===== src/rtl/srq_pkg.sv =====
/*
  Package for the service request compressor of the A/D converter module:
  register offsets, field positions, reset values and shared types.
  Assumes a 32-bit AHB-Lite register bus, one aligned word per register.
*/
package srq_pkg;

  // Register byte offsets
  localparam logic [7:0] OFS_CTRL      = 8'h00;
  localparam logic [7:0] OFS_CHAN_FLAG = 8'h04;
  localparam logic [7:0] OFS_MISC_FLAG = 8'h08;
  localparam logic [7:0] OFS_NODE_PTR  = 8'h0C;
  localparam logic [7:0] OFS_MASK      = 8'h10;
  localparam logic [7:0] OFS_CHAN_BASE = 8'h40;

  // Counts
  localparam int NUM_CHAN  = 16;
  localparam int NUM_MISC  = 4;
  localparam int NUM_SRC   = 20;
  localparam int NUM_NODE  = 4;
  localparam int MUX_W     = 3;

  // Module control field positions
  localparam int CTRL_EXPAND_BIT = 0;
  localparam int CTRL_TEST_BIT   = 1;

  // Channel control field positions
  localparam int CC_SEL_LSB  = 0;
  localparam int CC_EN_BIT   = 2;
  localparam int CC_MODE_LSB = 4;
  localparam int CC_MUX_LSB  = 8;

  // Misc source index in second flag register and node pointer register
  localparam int MISC_TIMER = 0;
  localparam int MISC_QUEUE = 1;
  localparam int MISC_SCAN  = 2;
  localparam int MISC_SYNC  = 3;

  // Reset values
  localparam logic [31:0] RST_ZERO = 32'h0000_0000;

  // Limit flag modes
  localparam logic [1:0] LFM_NEVER = 2'h0;
  localparam logic [1:0] LFM_LIMIT = 2'h1;
  localparam logic [1:0] LFM_WRITE = 2'h2;

  // Per-channel control fields
  typedef struct packed {
    logic [MUX_W-1:0] mux_sel;
    logic [1:0]       limit_flag_mode;
    logic             channel_node_enable;
    logic [1:0]       channel_node_select;
  } srq_chan_ctrl_t;

  // Conversion start information from the arbiter
  typedef struct packed {
    logic             valid;
    logic             sequential;
    logic [3:0]       channel;
    logic [MUX_W-1:0] seq_mux;
  } srq_conv_t;

endpackage : srq_pkg


===== src/rtl/srq_compressor.sv =====
/*
  Service request compressor with status flags, node routing, test mode,
  an interrupt mask and the external multiplexer select outputs.
  Assumes an AHB-Lite master on hclk and event pulses from converter logic
  that share hclk.
*/
// Notes on behaviour
// Expansion enable set: three select outputs drive the external multiplexer.
// Parallel requests take mux select from the requested channel's control.
// Sequential requests take mux select from inject or queue request registers.
// Mux select updates when arbitration ends, before sampling starts.
// Twenty sources, four nodes; each source maps to any node.
// Each source has node select and enable; event routed only if enabled.
// Channel 0-15 flags in first register; timer/queue/scan/sync in second.
// Per-channel mode: never set, set on limit violation, set on every write.
// Software polling a channel flag clears that channel's node enable; reads here leave the enable bit as software last wrote it.
// Each event sets its flag and triggers its node together.
// Test off: write 1 clears a set flag; write 0 no effect.
// Clear and set in one cycle: flag stays set, new request issued.
// Test on: write 1 to clear flag sets it and triggers request.
// Test on: write 1 to a set flag gives no new request.
// Test mode bit clears itself after any write to a flag register.
// All twenty flags are readable from the two flag registers.
// Each node gives its own separate request to the interrupt controller.
// Node select is two bits, values 0 to 3 select nodes 0 to 3.
`timescale 1ns/1ps

module srq_compressor
  import srq_pkg::*;
(
  // Clock and reset
  input  wire logic                hclk,
  input  wire logic                hresetn,
  // AHB-Lite slave
  input  wire logic                hsel,
  input  wire logic [7:0]          haddr,
  input  wire logic [1:0]          htrans,
  input  wire logic                hwrite,
  input  wire logic [2:0]          hsize,
  input  wire logic [31:0]         hwdata,
  input  wire logic                hready,
  output logic [31:0]              hrdata,
  output logic                     hreadyout,
  output logic                     hresp,
  // Converter events, one-cycle pulses
  input  wire logic [NUM_CHAN-1:0] result_write,
  input  wire logic [NUM_CHAN-1:0] limit_violation,
  input  wire logic [NUM_MISC-1:0] misc_event,
  input  wire srq_conv_t           conv_start,
  // Service request outputs
  output logic [NUM_NODE-1:0]      request_node,
  output logic                     irq,
  // External multiplexer
  output logic [MUX_W-1:0]         ext_mux_sel
);

  // Registers
  logic                       ext_mux_expand_enable_r;
  logic                       request_test_mode_r;
  logic [NUM_CHAN-1:0]        channel_flag_reg_r;
  logic [NUM_MISC-1:0]        misc_flag_reg_r;
  logic [NUM_MISC*3-1:0]      node_pointer_reg_r;
  logic [NUM_SRC-1:0]         mask_r;
  srq_chan_ctrl_t             chan_ctrl_r [NUM_CHAN];
  logic [MUX_W-1:0]           ext_mux_sel_r;
  logic [NUM_NODE-1:0]        request_node_r;

  // Bus address phase capture
  logic                       wr_pend_r;
  logic [7:0]                 addr_r;
  logic                       acc_en;
  logic                       wr_chan;
  logic                       wr_misc;

  // Source view
  logic [NUM_SRC-1:0]         hw_set;
  logic [NUM_SRC-1:0]         sw_one;
  logic [NUM_SRC-1:0]         flags;
  logic [NUM_SRC-1:0]         flags_nxt;
  logic [NUM_SRC-1:0]         trig;
  logic [NUM_SRC-1:0]         src_en;
  logic [NUM_SRC*2-1:0]       src_sel;
  logic [NUM_NODE-1:0]        request_node_nxt;

  assign acc_en    = hsel && hready && htrans[1];
  assign hreadyout = 1'b1;
  assign hresp     = 1'b0;

  // Capture address phase; data follows in the next cycle
  always_ff @(posedge hclk or negedge hresetn)
  begin
    if (!hresetn)
    begin
      wr_pend_r <= 1'b0;
      addr_r    <= 8'h00;
    end
    else
    begin
      wr_pend_r <= acc_en && hwrite;
      if (acc_en)
        addr_r <= haddr;
    end
  end

  assign wr_chan = wr_pend_r && (addr_r == OFS_CHAN_FLAG);
  assign wr_misc = wr_pend_r && (addr_r == OFS_MISC_FLAG);

  // Hardware set causes per source
  always_comb
  begin
    for (int i = 0; i < NUM_CHAN; i++)
    begin
      unique case (chan_ctrl_r[i].limit_flag_mode)
        LFM_LIMIT: hw_set[i] = limit_violation[i];
        LFM_WRITE: hw_set[i] = result_write[i];
        default:   hw_set[i] = 1'b0;
      endcase
    end
    hw_set[NUM_SRC-1:NUM_CHAN] = misc_event;
  end

  // Software ones written to either flag register
  assign sw_one = {wr_misc ? hwdata[NUM_MISC-1:0] : {NUM_MISC{1'b0}},
                   wr_chan ? hwdata[NUM_CHAN-1:0] : {NUM_CHAN{1'b0}}};
  assign flags  = {misc_flag_reg_r, channel_flag_reg_r};

  // Flag update: set beats clear, test writes set only clear flags
  always_comb
  begin
    for (int i = 0; i < NUM_SRC; i++)
    begin
      trig[i] = hw_set[i] || (request_test_mode_r && sw_one[i] && !flags[i]);
      if (trig[i])
        flags_nxt[i] = 1'b1;
      else if (sw_one[i] && !request_test_mode_r)
        flags_nxt[i] = 1'b0;
      else
        flags_nxt[i] = flags[i];
    end
  end

  // Flag registers
  always_ff @(posedge hclk or negedge hresetn)
  begin
    if (!hresetn)
    begin
      channel_flag_reg_r <= RST_ZERO[NUM_CHAN-1:0];
      misc_flag_reg_r    <= RST_ZERO[NUM_MISC-1:0];
    end
    else
    begin
      channel_flag_reg_r <= flags_nxt[NUM_CHAN-1:0];
      misc_flag_reg_r    <= flags_nxt[NUM_SRC-1:NUM_CHAN];
    end
  end

  // Per-source destination and enable
  always_comb
  begin
    for (int i = 0; i < NUM_CHAN; i++)
    begin
      src_en[i]        = chan_ctrl_r[i].channel_node_enable;
      src_sel[i*2 +: 2] = chan_ctrl_r[i].channel_node_select;
    end
    for (int m = 0; m < NUM_MISC; m++)
    begin
      src_en[NUM_CHAN+m]          = node_pointer_reg_r[m*3+2];
      src_sel[(NUM_CHAN+m)*2 +: 2] = node_pointer_reg_r[m*3 +: 2];
    end
  end

  // Compressor: OR enabled triggers into the selected node
  always_comb
  begin
    request_node_nxt = '0;
    for (int i = 0; i < NUM_SRC; i++)
      if (trig[i] && src_en[i])
        request_node_nxt[src_sel[i*2 +: 2]] = 1'b1;
  end

  // Node request pulses, one per node
  always_ff @(posedge hclk or negedge hresetn)
  begin
    if (!hresetn)
      request_node_r <= '0;
    else
      request_node_r <= request_node_nxt;
  end

  assign request_node = request_node_r;
  assign irq          = |(flags & mask_r); // Level, sticky flags gated by mask

  // Control register with self-clearing test bit
  always_ff @(posedge hclk or negedge hresetn)
  begin
    if (!hresetn)
    begin
      ext_mux_expand_enable_r <= RST_ZERO[CTRL_EXPAND_BIT];
      request_test_mode_r     <= RST_ZERO[CTRL_TEST_BIT];
    end
    else if (wr_pend_r && addr_r == OFS_CTRL)
    begin
      ext_mux_expand_enable_r <= hwdata[CTRL_EXPAND_BIT];
      request_test_mode_r     <= hwdata[CTRL_TEST_BIT];
    end
    else if (wr_chan || wr_misc)
      request_test_mode_r <= 1'b0;
  end

  // Node pointer and mask registers
  always_ff @(posedge hclk or negedge hresetn)
  begin
    if (!hresetn)
    begin
      node_pointer_reg_r <= RST_ZERO[NUM_MISC*3-1:0];
      mask_r             <= RST_ZERO[NUM_SRC-1:0];
    end
    else if (wr_pend_r)
    begin
      if (addr_r == OFS_NODE_PTR)
        node_pointer_reg_r <= hwdata[NUM_MISC*3-1:0];
      if (addr_r == OFS_MASK)
        mask_r <= hwdata[NUM_SRC-1:0];
    end
  end

  // Channel control registers, one word each from the channel base
  always_ff @(posedge hclk or negedge hresetn)
  begin
    if (!hresetn)
    begin
      for (int i = 0; i < NUM_CHAN; i++)
        chan_ctrl_r[i] <= '0;
    end
    else if (wr_pend_r && addr_r[7:6] == OFS_CHAN_BASE[7:6] && addr_r[1:0] == 2'h0)
    begin
      chan_ctrl_r[addr_r[5:2]].channel_node_select <= hwdata[CC_SEL_LSB +: 2];
      chan_ctrl_r[addr_r[5:2]].channel_node_enable <= hwdata[CC_EN_BIT];
      chan_ctrl_r[addr_r[5:2]].limit_flag_mode     <= hwdata[CC_MODE_LSB +: 2];
      chan_ctrl_r[addr_r[5:2]].mux_sel             <= hwdata[CC_MUX_LSB +: MUX_W];
    end
  end

  // External mux select latched at arbitration end, ahead of sampling
  always_ff @(posedge hclk or negedge hresetn)
  begin
    if (!hresetn)
      ext_mux_sel_r <= '0;
    else if (conv_start.valid && ext_mux_expand_enable_r)
    begin
      if (conv_start.sequential)
        ext_mux_sel_r <= conv_start.seq_mux;
      else
        ext_mux_sel_r <= chan_ctrl_r[conv_start.channel].mux_sel;
    end
  end

  // Held at zero while expansion is off
  assign ext_mux_sel = ext_mux_expand_enable_r ? ext_mux_sel_r : '0;

  // Read mux; reads have no side effects
  always_ff @(posedge hclk or negedge hresetn)
  begin
    if (!hresetn)
      hrdata <= RST_ZERO;
    else if (acc_en && !hwrite)
    begin
      hrdata <= RST_ZERO;
      if (haddr[7:6] == OFS_CHAN_BASE[7:6])
        hrdata[CC_MUX_LSB+MUX_W-1:0] <= {chan_ctrl_r[haddr[5:2]].mux_sel, 2'h0,
                                         chan_ctrl_r[haddr[5:2]].limit_flag_mode, 1'b0,
                                         chan_ctrl_r[haddr[5:2]].channel_node_enable,
                                         chan_ctrl_r[haddr[5:2]].channel_node_select};
      else
      begin
        unique case (haddr)
          OFS_CTRL:      hrdata[1:0] <= {request_test_mode_r, ext_mux_expand_enable_r};
          OFS_CHAN_FLAG: hrdata[NUM_CHAN-1:0] <= channel_flag_reg_r;
          OFS_MISC_FLAG: hrdata[NUM_MISC-1:0] <= misc_flag_reg_r;
          OFS_NODE_PTR:  hrdata[NUM_MISC*3-1:0] <= node_pointer_reg_r;
          OFS_MASK:      hrdata[NUM_SRC-1:0] <= mask_r;
          default:       hrdata <= RST_ZERO; // Unmapped reads as zero
        endcase
      end
    end
  end

  // Flag assertions; the race is watched on the timer flag
  AST_SET_WINS: assert property (@(posedge hclk) disable iff (!hresetn)
    (hw_set[NUM_CHAN+MISC_TIMER] && sw_one[NUM_CHAN+MISC_TIMER]) |=> (misc_flag_reg_r[MISC_TIMER]
      && (!$past(node_pointer_reg_r[2]) || request_node[$past(node_pointer_reg_r[1:0])])))
    else $error("flag lost or request missed when set met clear");
  AST_CLEAR: assert property (@(posedge hclk) disable iff (!hresetn)
    (wr_chan && !request_test_mode_r && hwdata[3] && !hw_set[3]) |=> !channel_flag_reg_r[3])
    else $error("write one did not clear flag");
  AST_TEST_SET: assert property (@(posedge hclk) disable iff (!hresetn)
    (wr_misc && request_test_mode_r && hwdata[0] && !misc_flag_reg_r[0]) |=> misc_flag_reg_r[0])
    else $error("test write did not set flag");
  AST_TEST_NOREQ: assert property (@(posedge hclk) disable iff (!hresetn)
    (request_test_mode_r && wr_misc && (hwdata[NUM_MISC-1:0] & ~misc_flag_reg_r) == '0 &&
      hw_set == '0) |=> (request_node == '0 && misc_flag_reg_r == $past(misc_flag_reg_r)))
    else $error("request raised or flag lost on test write to set flags");
  AST_TEST_SELFCLR: assert property (@(posedge hclk) disable iff (!hresetn)
    (wr_chan || wr_misc) |=> !request_test_mode_r)
    else $error("test mode not cleared after flag write");
  AST_ROUTE: assert property (@(posedge hclk) disable iff (!hresetn)
    (misc_event[0] && node_pointer_reg_r[2]) |=> request_node[$past(node_pointer_reg_r[1:0])])
    else $error("enabled timer event not routed");
  AST_NO_ROUTE: assert property (@(posedge hclk) disable iff (!hresetn)
    (trig == '0) |=> (request_node == '0))
    else $error("node request without a source");
  AST_FLAG_SET: assert property (@(posedge hclk) disable iff (!hresetn)
    misc_event[1] |=> misc_flag_reg_r[1])
    else $error("queue event did not set flag");
  AST_MODE_NEVER: assert property (@(posedge hclk) disable iff (!hresetn)
    (chan_ctrl_r[1].limit_flag_mode == LFM_NEVER && !sw_one[1] && !channel_flag_reg_r[1])
      |=> !channel_flag_reg_r[1])
    else $error("flag set in never mode");
  AST_MUX_OFF: assert property (@(posedge hclk) disable iff (!hresetn)
    !ext_mux_expand_enable_r |-> (ext_mux_sel == '0))
    else $error("mux select driven while disabled");
  AST_MUX_SEQ: assert property (@(posedge hclk) disable iff (!hresetn)
    (conv_start.valid && conv_start.sequential && ext_mux_expand_enable_r)
      |=> (ext_mux_sel == $past(conv_start.seq_mux)))
    else $error("sequential mux select not applied");
  AST_MUX_PAR: assert property (@(posedge hclk) disable iff (!hresetn)
    (conv_start.valid && !conv_start.sequential && ext_mux_expand_enable_r)
      |=> (ext_mux_sel == chan_ctrl_r[$past(conv_start.channel)].mux_sel))
    else $error("parallel mux select not taken from channel control");
  // Select lines move only at arbitration end or on an enable change
  AST_MUX_HOLD: assert property (@(posedge hclk) disable iff (!hresetn)
    (!conv_start.valid && !(wr_pend_r && addr_r == OFS_CTRL)) |=> $stable(ext_mux_sel))
    else $error("mux select changed outside arbitration end");

  // Further flag, routing and read-back assertions
  AST_HW_SET_ALL: assert property (@(posedge hclk) disable iff (!hresetn)
    (hw_set != '0) |=> ((flags & $past(hw_set)) == $past(hw_set)))
    else $error("source event did not set its flag");
  AST_CLEAR_NONE: assert property (@(posedge hclk) disable iff (!hresetn)
    (wr_chan && !request_test_mode_r && hwdata[5] && !channel_flag_reg_r[5] && !hw_set[5])
      |=> !channel_flag_reg_r[5])
    else $error("write one set a clear flag outside test mode");
  AST_TEST_REQ: assert property (@(posedge hclk) disable iff (!hresetn)
    (wr_misc && request_test_mode_r && hwdata[0] && !misc_flag_reg_r[0] &&
      node_pointer_reg_r[2])
      |=> request_node[$past(node_pointer_reg_r[1:0])])
    else $error("test write set flag without request");
  AST_ROUTE_CHAN: assert property (@(posedge hclk) disable iff (!hresetn)
    (result_write[2] && chan_ctrl_r[2].limit_flag_mode == LFM_WRITE &&
      chan_ctrl_r[2].channel_node_enable)
      |=> request_node[$past(chan_ctrl_r[2].channel_node_select)])
    else $error("enabled channel event not routed");
  AST_NO_EN: assert property (@(posedge hclk) disable iff (!hresetn)
    (trig[0] && trig[NUM_SRC-1:1] == '0 && !chan_ctrl_r[0].channel_node_enable)
      |=> (request_node == '0))
    else $error("disabled channel source reached a node");
  AST_MODE_SPARE: assert property (@(posedge hclk) disable iff (!hresetn)
    (chan_ctrl_r[0].limit_flag_mode == 2'h3 && !sw_one[0] && !channel_flag_reg_r[0])
      |=> !channel_flag_reg_r[0])
    else $error("flag set in spare never mode");
  AST_READ_CHAN: assert property (@(posedge hclk) disable iff (!hresetn)
    (acc_en && !hwrite && haddr == OFS_CHAN_FLAG)
      |=> (hrdata[NUM_CHAN-1:0] == $past(channel_flag_reg_r)))
    else $error("channel flags not returned on read");
  AST_READ_MISC: assert property (@(posedge hclk) disable iff (!hresetn)
    (acc_en && !hwrite && haddr == OFS_MISC_FLAG)
      |=> (hrdata[NUM_MISC-1:0] == $past(misc_flag_reg_r)))
    else $error("misc flags not returned on read");

  COV_ROUTE: cover property (@(posedge hclk) disable iff (!hresetn) |request_node);
  COV_TEST: cover property (@(posedge hclk) disable iff (!hresetn)
    request_test_mode_r && wr_chan);
  COV_RACE: cover property (@(posedge hclk) disable iff (!hresetn) |(hw_set & sw_one));
  COV_IRQ: cover property (@(posedge hclk) disable iff (!hresetn) irq);

endmodule : srq_compressor


===== config.mk =====
export PLATFORM = sky130hd
export DESIGN_NAME = srq_compressor
export DESIGN_NICKNAME = d
export VERILOG_FILES = /design/src/rtl/srq_pkg.sv /design/src/rtl/srq_compressor.sv
export SDC_FILE = /design/constraint.sdc
export NUM_CORES = 1
export LEC_CHECK = 0
export BUFFER_PORTS_ARGS = -buffer_cell sky130_fd_sc_hd__buf_2
export CAP_MARGIN = 15
export CORE_MARGIN = 4
export CORE_UTILIZATION = 38
export DETAILED_ROUTE_END_ITERATION = 8
export PLACE_DENSITY = 0.67
export REMOVE_ABC_BUFFERS = 1
export SYNTH_ARGS = -nofsm -noshare
export SYNTH_HDL_FRONTEND = slang
export SYNTH_SLANG_ARGS = --single-unit

===== constraint.sdc =====
create_clock -name hclk -period 3.3 [get_ports hclk]
set_input_delay 0.495 -clock hclk [delete_from_list [all_inputs] [get_ports hclk]]
set_output_delay 0.495 -clock hclk [all_outputs]
set_load 0.02 [all_outputs]

Word level (Yosys, flattened, before mapping)
Index checks and enable logic that the tools add are counted.

Add/subtract/negate cells: 0. $mul: 0. Div/mod/pow operators: 0. $lt $le $gt $ge: 44. Equality and inequality tests: 42. Shift-type cells: 0. Muxes and demuxes: 147. Bitwise gates (word level): 23. Reductions and logical operators: 181.

Operators by type and width (count): bitwise mux 128 bit (4); demux 8 bit (select 4 bit) (4); logical AND 1 bit (111); two-way mux 4 bit (22); bitwise OR 4 bit (19); binary-select mux 8 bit (select 4 bit) (2); two-way mux 1 bit (62); < comparator 2 x 3 -> 1 bit, second input constant (20); nonzero test 2 bit (21); demux 1 bit (select 2 bit) (20); >= comparator 2 x 1 -> 1 bit, second input constant (20); two-way mux 8 bit (5); equality test 2 x 1 -> 1 bit, second input constant (18); equality test 2 bit, second input constant (16); equality test 8 x 4 -> 1 bit, second input constant (4); one-hot mux 1 bit (2 select lines) (16); one-hot mux 8 bit (3 select lines) (1); zero test 1 bit (22); logical OR 1 bit (21); AND 20 bit (1); OR reduction 20 bit (1); equality test 8 x 3 -> 1 bit, second input constant (2); equality test 8 x 5 -> 1 bit, second input constant (2); zero test 8 bit (2); 14 further kinds (21).

Bits in registers: 230. Latch bits: 0. RAM bits: 0. ROM bits: 0. Memories: 0.

Longest topological paths before layout
Word-level depth: 46. Gate-level depth with buffers: 9. Depth with buffers taken out: 8.

Least setup slack after synthesis
OpenSTA, ideal clock, no wires.

Path kind: input to register. From: input port haddr[2]. To: register hrdata[0]. Setup time: 137 ps. Data arrival time: 2176 ps. Data required time: 3163 ps. Slack: 987 ps. Stages on the path: 6. Buffers on the path: 2. Cell sequence: buf_2 -> buf_2 -> mux4_2 -> mux4_2 -> o21ai_0 -> o21ai_0.

Cells in the longest elaborated chain, start to end: 5.

Ends and longest elaborated chain: start, declared (line srq_compressor.sv:36) `input wire logic [7:0] haddr,`; NOT 4 -> 5 bit (implied by the code) (line srq_compressor.sv:273) `chan_ctrl_r[haddr[5:2]].channel_node_select};`; binary-select mux 8 bit (select 4 bit) (line srq_compressor.sv:273); two-way mux 8 bit (implied by the code) (2 in a row) (line srq_compressor.sv:273); two-way mux 11 bit * (line srq_compressor.sv:269) `if (haddr[7:6] == OFS_CHAN_BASE[7:6])`; end signal, assigned by index (line srq_compressor.sv:270) `hrdata[CC_MUX_LSB+MUX_W-1:0] <= {chan_ctrl_r[haddr[5:2]].mux_sel, 2'h0,`; end signal, assigned (line srq_compressor.sv:277) `OFS_CTRL: hrdata[1:0] <= {request_test_mode_r, ext_mux_expand_enable_r};`; end signal, assigned by index (line srq_compressor.sv:278) `OFS_CHAN_FLAG: hrdata[NUM_CHAN-1:0] <= channel_flag_reg_r;`; end, declared (line srq_compressor.sv:42) `output logic [31:0] hrdata,`.

Mark *: on every way between the ends. The rest lies on a longest branch, timed or not. The select of a mux whose other input is x is not followed. A chain may end at the register's enable or synchronous reset.

Worst setup path after layout
From: register addr_r[5]. To: register request_node_r[2], in the netlist request_node[2].

Cells in the longest elaborated chain, start to end: 46.

Ends and longest elaborated chain: start, declared (line srq_compressor.sv:70) `logic [7:0] addr_r;`; start signal, assigned (line srq_compressor.sv:101) `addr_r <= haddr;`; equality test 8 x 3 -> 1 bit (line srq_compressor.sv:105) `assign wr_chan = wr_pend_r && (addr_r == OFS_CHAN_FLAG);`; logical AND 1 bit (line srq_compressor.sv:105); two-way mux 16 bit (line srq_compressor.sv:124) `wr_chan ? hwdata[NUM_CHAN-1:0] : {NUM_CHAN{1'b0}}};`; logical AND 1 bit (2 in a row) (line srq_compressor.sv:132) `trig[i] = hw_set[i] || (request_test_mode_r && sw_one[i] && !flags[i]);`; logical OR 1 bit (line srq_compressor.sv:132); logical AND 1 bit (line srq_compressor.sv:177) `if (trig[i] && src_en[i])`; two-way mux 4 bit (line srq_compressor.sv:177); bitwise OR 4 bit (no source line); (+30 left out); two-way mux 4 bit (line srq_compressor.sv:177); bitwise OR 4 bit (no source line); two-way mux 4 bit (line srq_compressor.sv:177); bitwise OR 4 bit (no source line); two-way mux 4 bit (line srq_compressor.sv:177); bitwise OR 4 bit (no source line); two-way mux 4 bit * (line srq_compressor.sv:177); named net request_node_nxt[2] (line srq_compressor.sv:83) `logic [NUM_NODE-1:0] request_node_nxt;`; end signal, assigned (line srq_compressor.sv:187) `request_node_r <= request_node_nxt;`; end, declared (line srq_compressor.sv:66) `logic [NUM_NODE-1:0] request_node_r;`.

Mark *: on every way through the listed nets, which the timed path passes. The rest lies on a longest branch.

==> key figures <==
STA
  • Fmax: 351 MHz
  • Max_slew headroom: 38.9%
  • Fin Hold WS: 0.200 ns
  • RSZ-0062 raised after global routing: no
  • Max Slew Vio Count: 0
  • Final hold violation count: 0
  • Fin crit share: 86.4%
  • Worst Skew: 0.0135 ns
  • Setup_tns: 0 ns
  • Minimum clock period: 2.85 ns
  • Setup violators final: 0
  • Worst-Margin Slew: 0.910 ns

Routing
  • Drt initial violations: 706
  • DR pass1 iterations: 5
  • Via/cell ratio: 5.86
  • Final wirelength: 37700 um
  • DR WL/cell: 24.4 um
  • Routed Antenna Nets: 0
  • Total number of vias: 9031
  • DRC viols: 0

Global routing
  • GRT met1 Usage: 29.6%
  • Vias in the first global route: 9172
  • Busiest grt layer: met2
  • Overflow after GRT: 0
  • GRT Util Overall: 20.9%
  • Met2 usage: 33.2%
  • M3 GR Usage: 4.47%
  • Largest net degree at the start of global routing: 129
  • Initial antenna violation count: 0
  • First-pass GRT wire length: 57300 um

Floorplanning
  • Die X: 188 um
  • FP Rows: 65
  • Initial Util: 38.7%
  • IO Pins: 137
  • DIE AREA: 0.0352 sq mm
  • Core ar.: 0.0317 sq mm
  • Die Span Y: 188 um

Run status
  • Outcome: completed

Hold path
  • Hold EP: mask_r[18]
  • Hold depth: 2
  • HP Class: in -> reg
  • HP Start: hwdata[18]

Clocking
  • Root buf cell: clkbuf_16
  • # hold bufs at CTS: 1
  • CTS tree: yes
  • Clock Latency Late Sink: 0.53 ns
  • Clock slew at reported path FFs: 0.06 ns
  • H-tree level count: 1
  • CTS buffer count: 25
  • Setup Fix Bufs, Post-CTS: 0
  • CTS sink count: 218
  • Clock Path Buffers: 3
  • CTS resizes: 0

Yosys
  • Seq/Total Area, Yosys: 44.5%
  • EDFF count, synth: 0
  • Post-synthesis cell area: 0.0123 sq mm
  • Post-synth top flop: dfrtp_1
  • Cells after synthesis: 1015
  • Seq cells post-synth: 218
  • Ys Warns: 0
  • Avg Inst Size Synth: 12.1 sq um
  • Ys async rst share: 100%
  • Post-synth cell types: 72

Cells and area
  • Fin cells: 1541
  • Share of layout cells above drive strength 1: 36.7%
  • # diodes: 0
  • Number of fillers in the final layout: 2943
  • Layout area overhead: 15.2%
  • Layout Utilization: 44.6%
  • Final nets: 1249

Pwr
  • Power per cell area: 483 mW/mm^2
  • Static Leak: 0.00621 uW
  • Overall Power: 6820 uW
  • Max VDD drop: 0.331 mV

Critical path
  • Worst Setup SP: addr_r[5]
  • Largest fanout on the critical path: 10
  • Setup CP Type: reg -> reg
  • Capture point of the worst reg-to-reg path: request_node[2]
  • R2r setup slk: 0.45 ns
  • R2R depth: 6
  • Crit path DAT: 3.23 ns
  • WP data required: 3.68 ns
  • FF-to-FF Start: addr_r[5]
  • Crit path capture type: flip-flop
  • Critical path launch point type: flip-flop

Run
  • Maxcap violations: 0

Placed design
  • PortBufs: 106
  • Final GP Congestion: 0.951
  • DP HPWL: 27700 um
  • Placed cell count: 1496
worst max-delay path: stages (launching register included):
cell     delay (ns)
dfrtp_1        0.52
or3_1          0.44
nor3_4         0.16
a22oi_2        0.32
o32ai_1        0.18
or4_1          0.53
or4_1          0.56
cell families (layout without fill, tap and decap cells):
group,Yosys count,in the layout,share of synthesized area [%]
AND/OR/NAND/NOR,258,258,11.7
multiplexers,251,251,28.0
flip-flops,218,218,44.5
AO/OA/AOI/OAI,136,136,8.18
buffers and inverters,118,230,4.27
adder cells (fa/ha/maj),32,32,3.26
other,2,14,0.0612
cell usage after synthesis (4+ instances only):
cell type	instances	area, sq um
and2_1	5	31.3
nor2_1	53	199
a221oi_1	9	78.8
buf_1	6	22.5
and4b_1	4	40.0
clkbuf_1	32	120
a222oi_1	4	40.0
nand2b_1	6	37.5
or4_1	5	37.5
a22oi_1	18	135
nand4b_1	9	78.8
o32ai_1	5	43.8
ha_1	32	400
dfrtp_1	218	5460
a211o_1	5	43.8
a221o_1	4	40.0
nand2_1	65	244
and3_1	8	50.1
nand3b_1	7	52.6
buf_4	16	120
mux4_2	57	1280
nor3_1	8	40.0
nand3_1	16	80.1
o21ai_0	25	125
nor4_1	10	62.6
a21oi_1	23	115
buf_2	11	55.1
inv_1	51	191
or2_2	7	43.8
mux2_2	170	1910
mux2i_1	24	240
o2111ai_1	6	52.6
nor2b_1	15	93.8
nor3b_1	6	45.0
nand4_1	12	75.1
a22o_1	8	70.1
layer usage:
metal	vias to the layer above	wire length [um]
met5	-	0
met4	0	931
met3	61	2790
met2	335	17300
met1	4628	16700
li1	4007	-
power breakdown:
group / internal [uW] / switching (uW) / leakage (uW)
combinational: 420 / 514 / 0.00322
clock: 1750 / 1120 / 0.000415
sequential: 2840 / 184 / 0.00257
total: 5010 / 1810 / 0.00621
how the worst max path moves through the flow:
stage,end,slack (ns),cells after the start
2_1_floorplan,mask_r[0],0.72,4
5_1_grt,request_node[2],0.41,6
4_1_cts,request_node[2],0.50,6
3_3_place_gp,request_node[2],0.48,6
6_report,request_node[2],0.45,6
3_5_place_dp,request_node[2],0.49,6
registers in the layout (all words and copies together) (netlist names):
register and count:
addr_r 8, chan_ctrl_r 128, channel_flag_reg_r 16, ext_mux_expand_enable_r 1, ext_mux_sel_r 3, hrdata 20, mask_r 20, misc_flag_reg_r 4
node_pointer_reg_r 12, request_node 4, request_test_mode_r 1, wr_pend_r 1
cell usage in the layout (no fill, tap or decap), types with 16 or more instances in the layout:
master,count
nand3_1,16
mux2i_1,24
buf_4,23
buf_2,105
nand2_1,65
mux2_2,170
nor2_1,52
clkbuf_16,25
ha_1,32
a21oi_1,23
a22oi_1,18
mux4_2,57
inv_1,51
o21ai_0,25
dfrtp_1,218
final cells by class:
type / instances / area, sq um / area share [%]
Clock buffer: 36 / 727 / 5.14
Multi-Input combinational cell: 691 / 6340 / 44.8
Clock inverter: 8 / 118 / 0.832
Sequential cell: 218 / 5460 / 38.6
Tap cell: 402 / 503 / 3.56
Timing Repair Buffer: 134 / 803 / 5.68
Inverter: 52 / 195 / 1.38
per-stage QoR:
| step | instance area [sq um] | worst slack [ns] |
|---|---|---|
| after floorplan | 12000 | 0.716 |
| after global placement | 13300 | 0.477 |
| after detailed placement | 13300 | 0.485 |
| after CTS | 14100 | 0.499 |
| after global routing | 14100 | 0.406 |
| final | 14100 | 0.450 |
No activity file was read; power rests on OpenSTA's default activity.
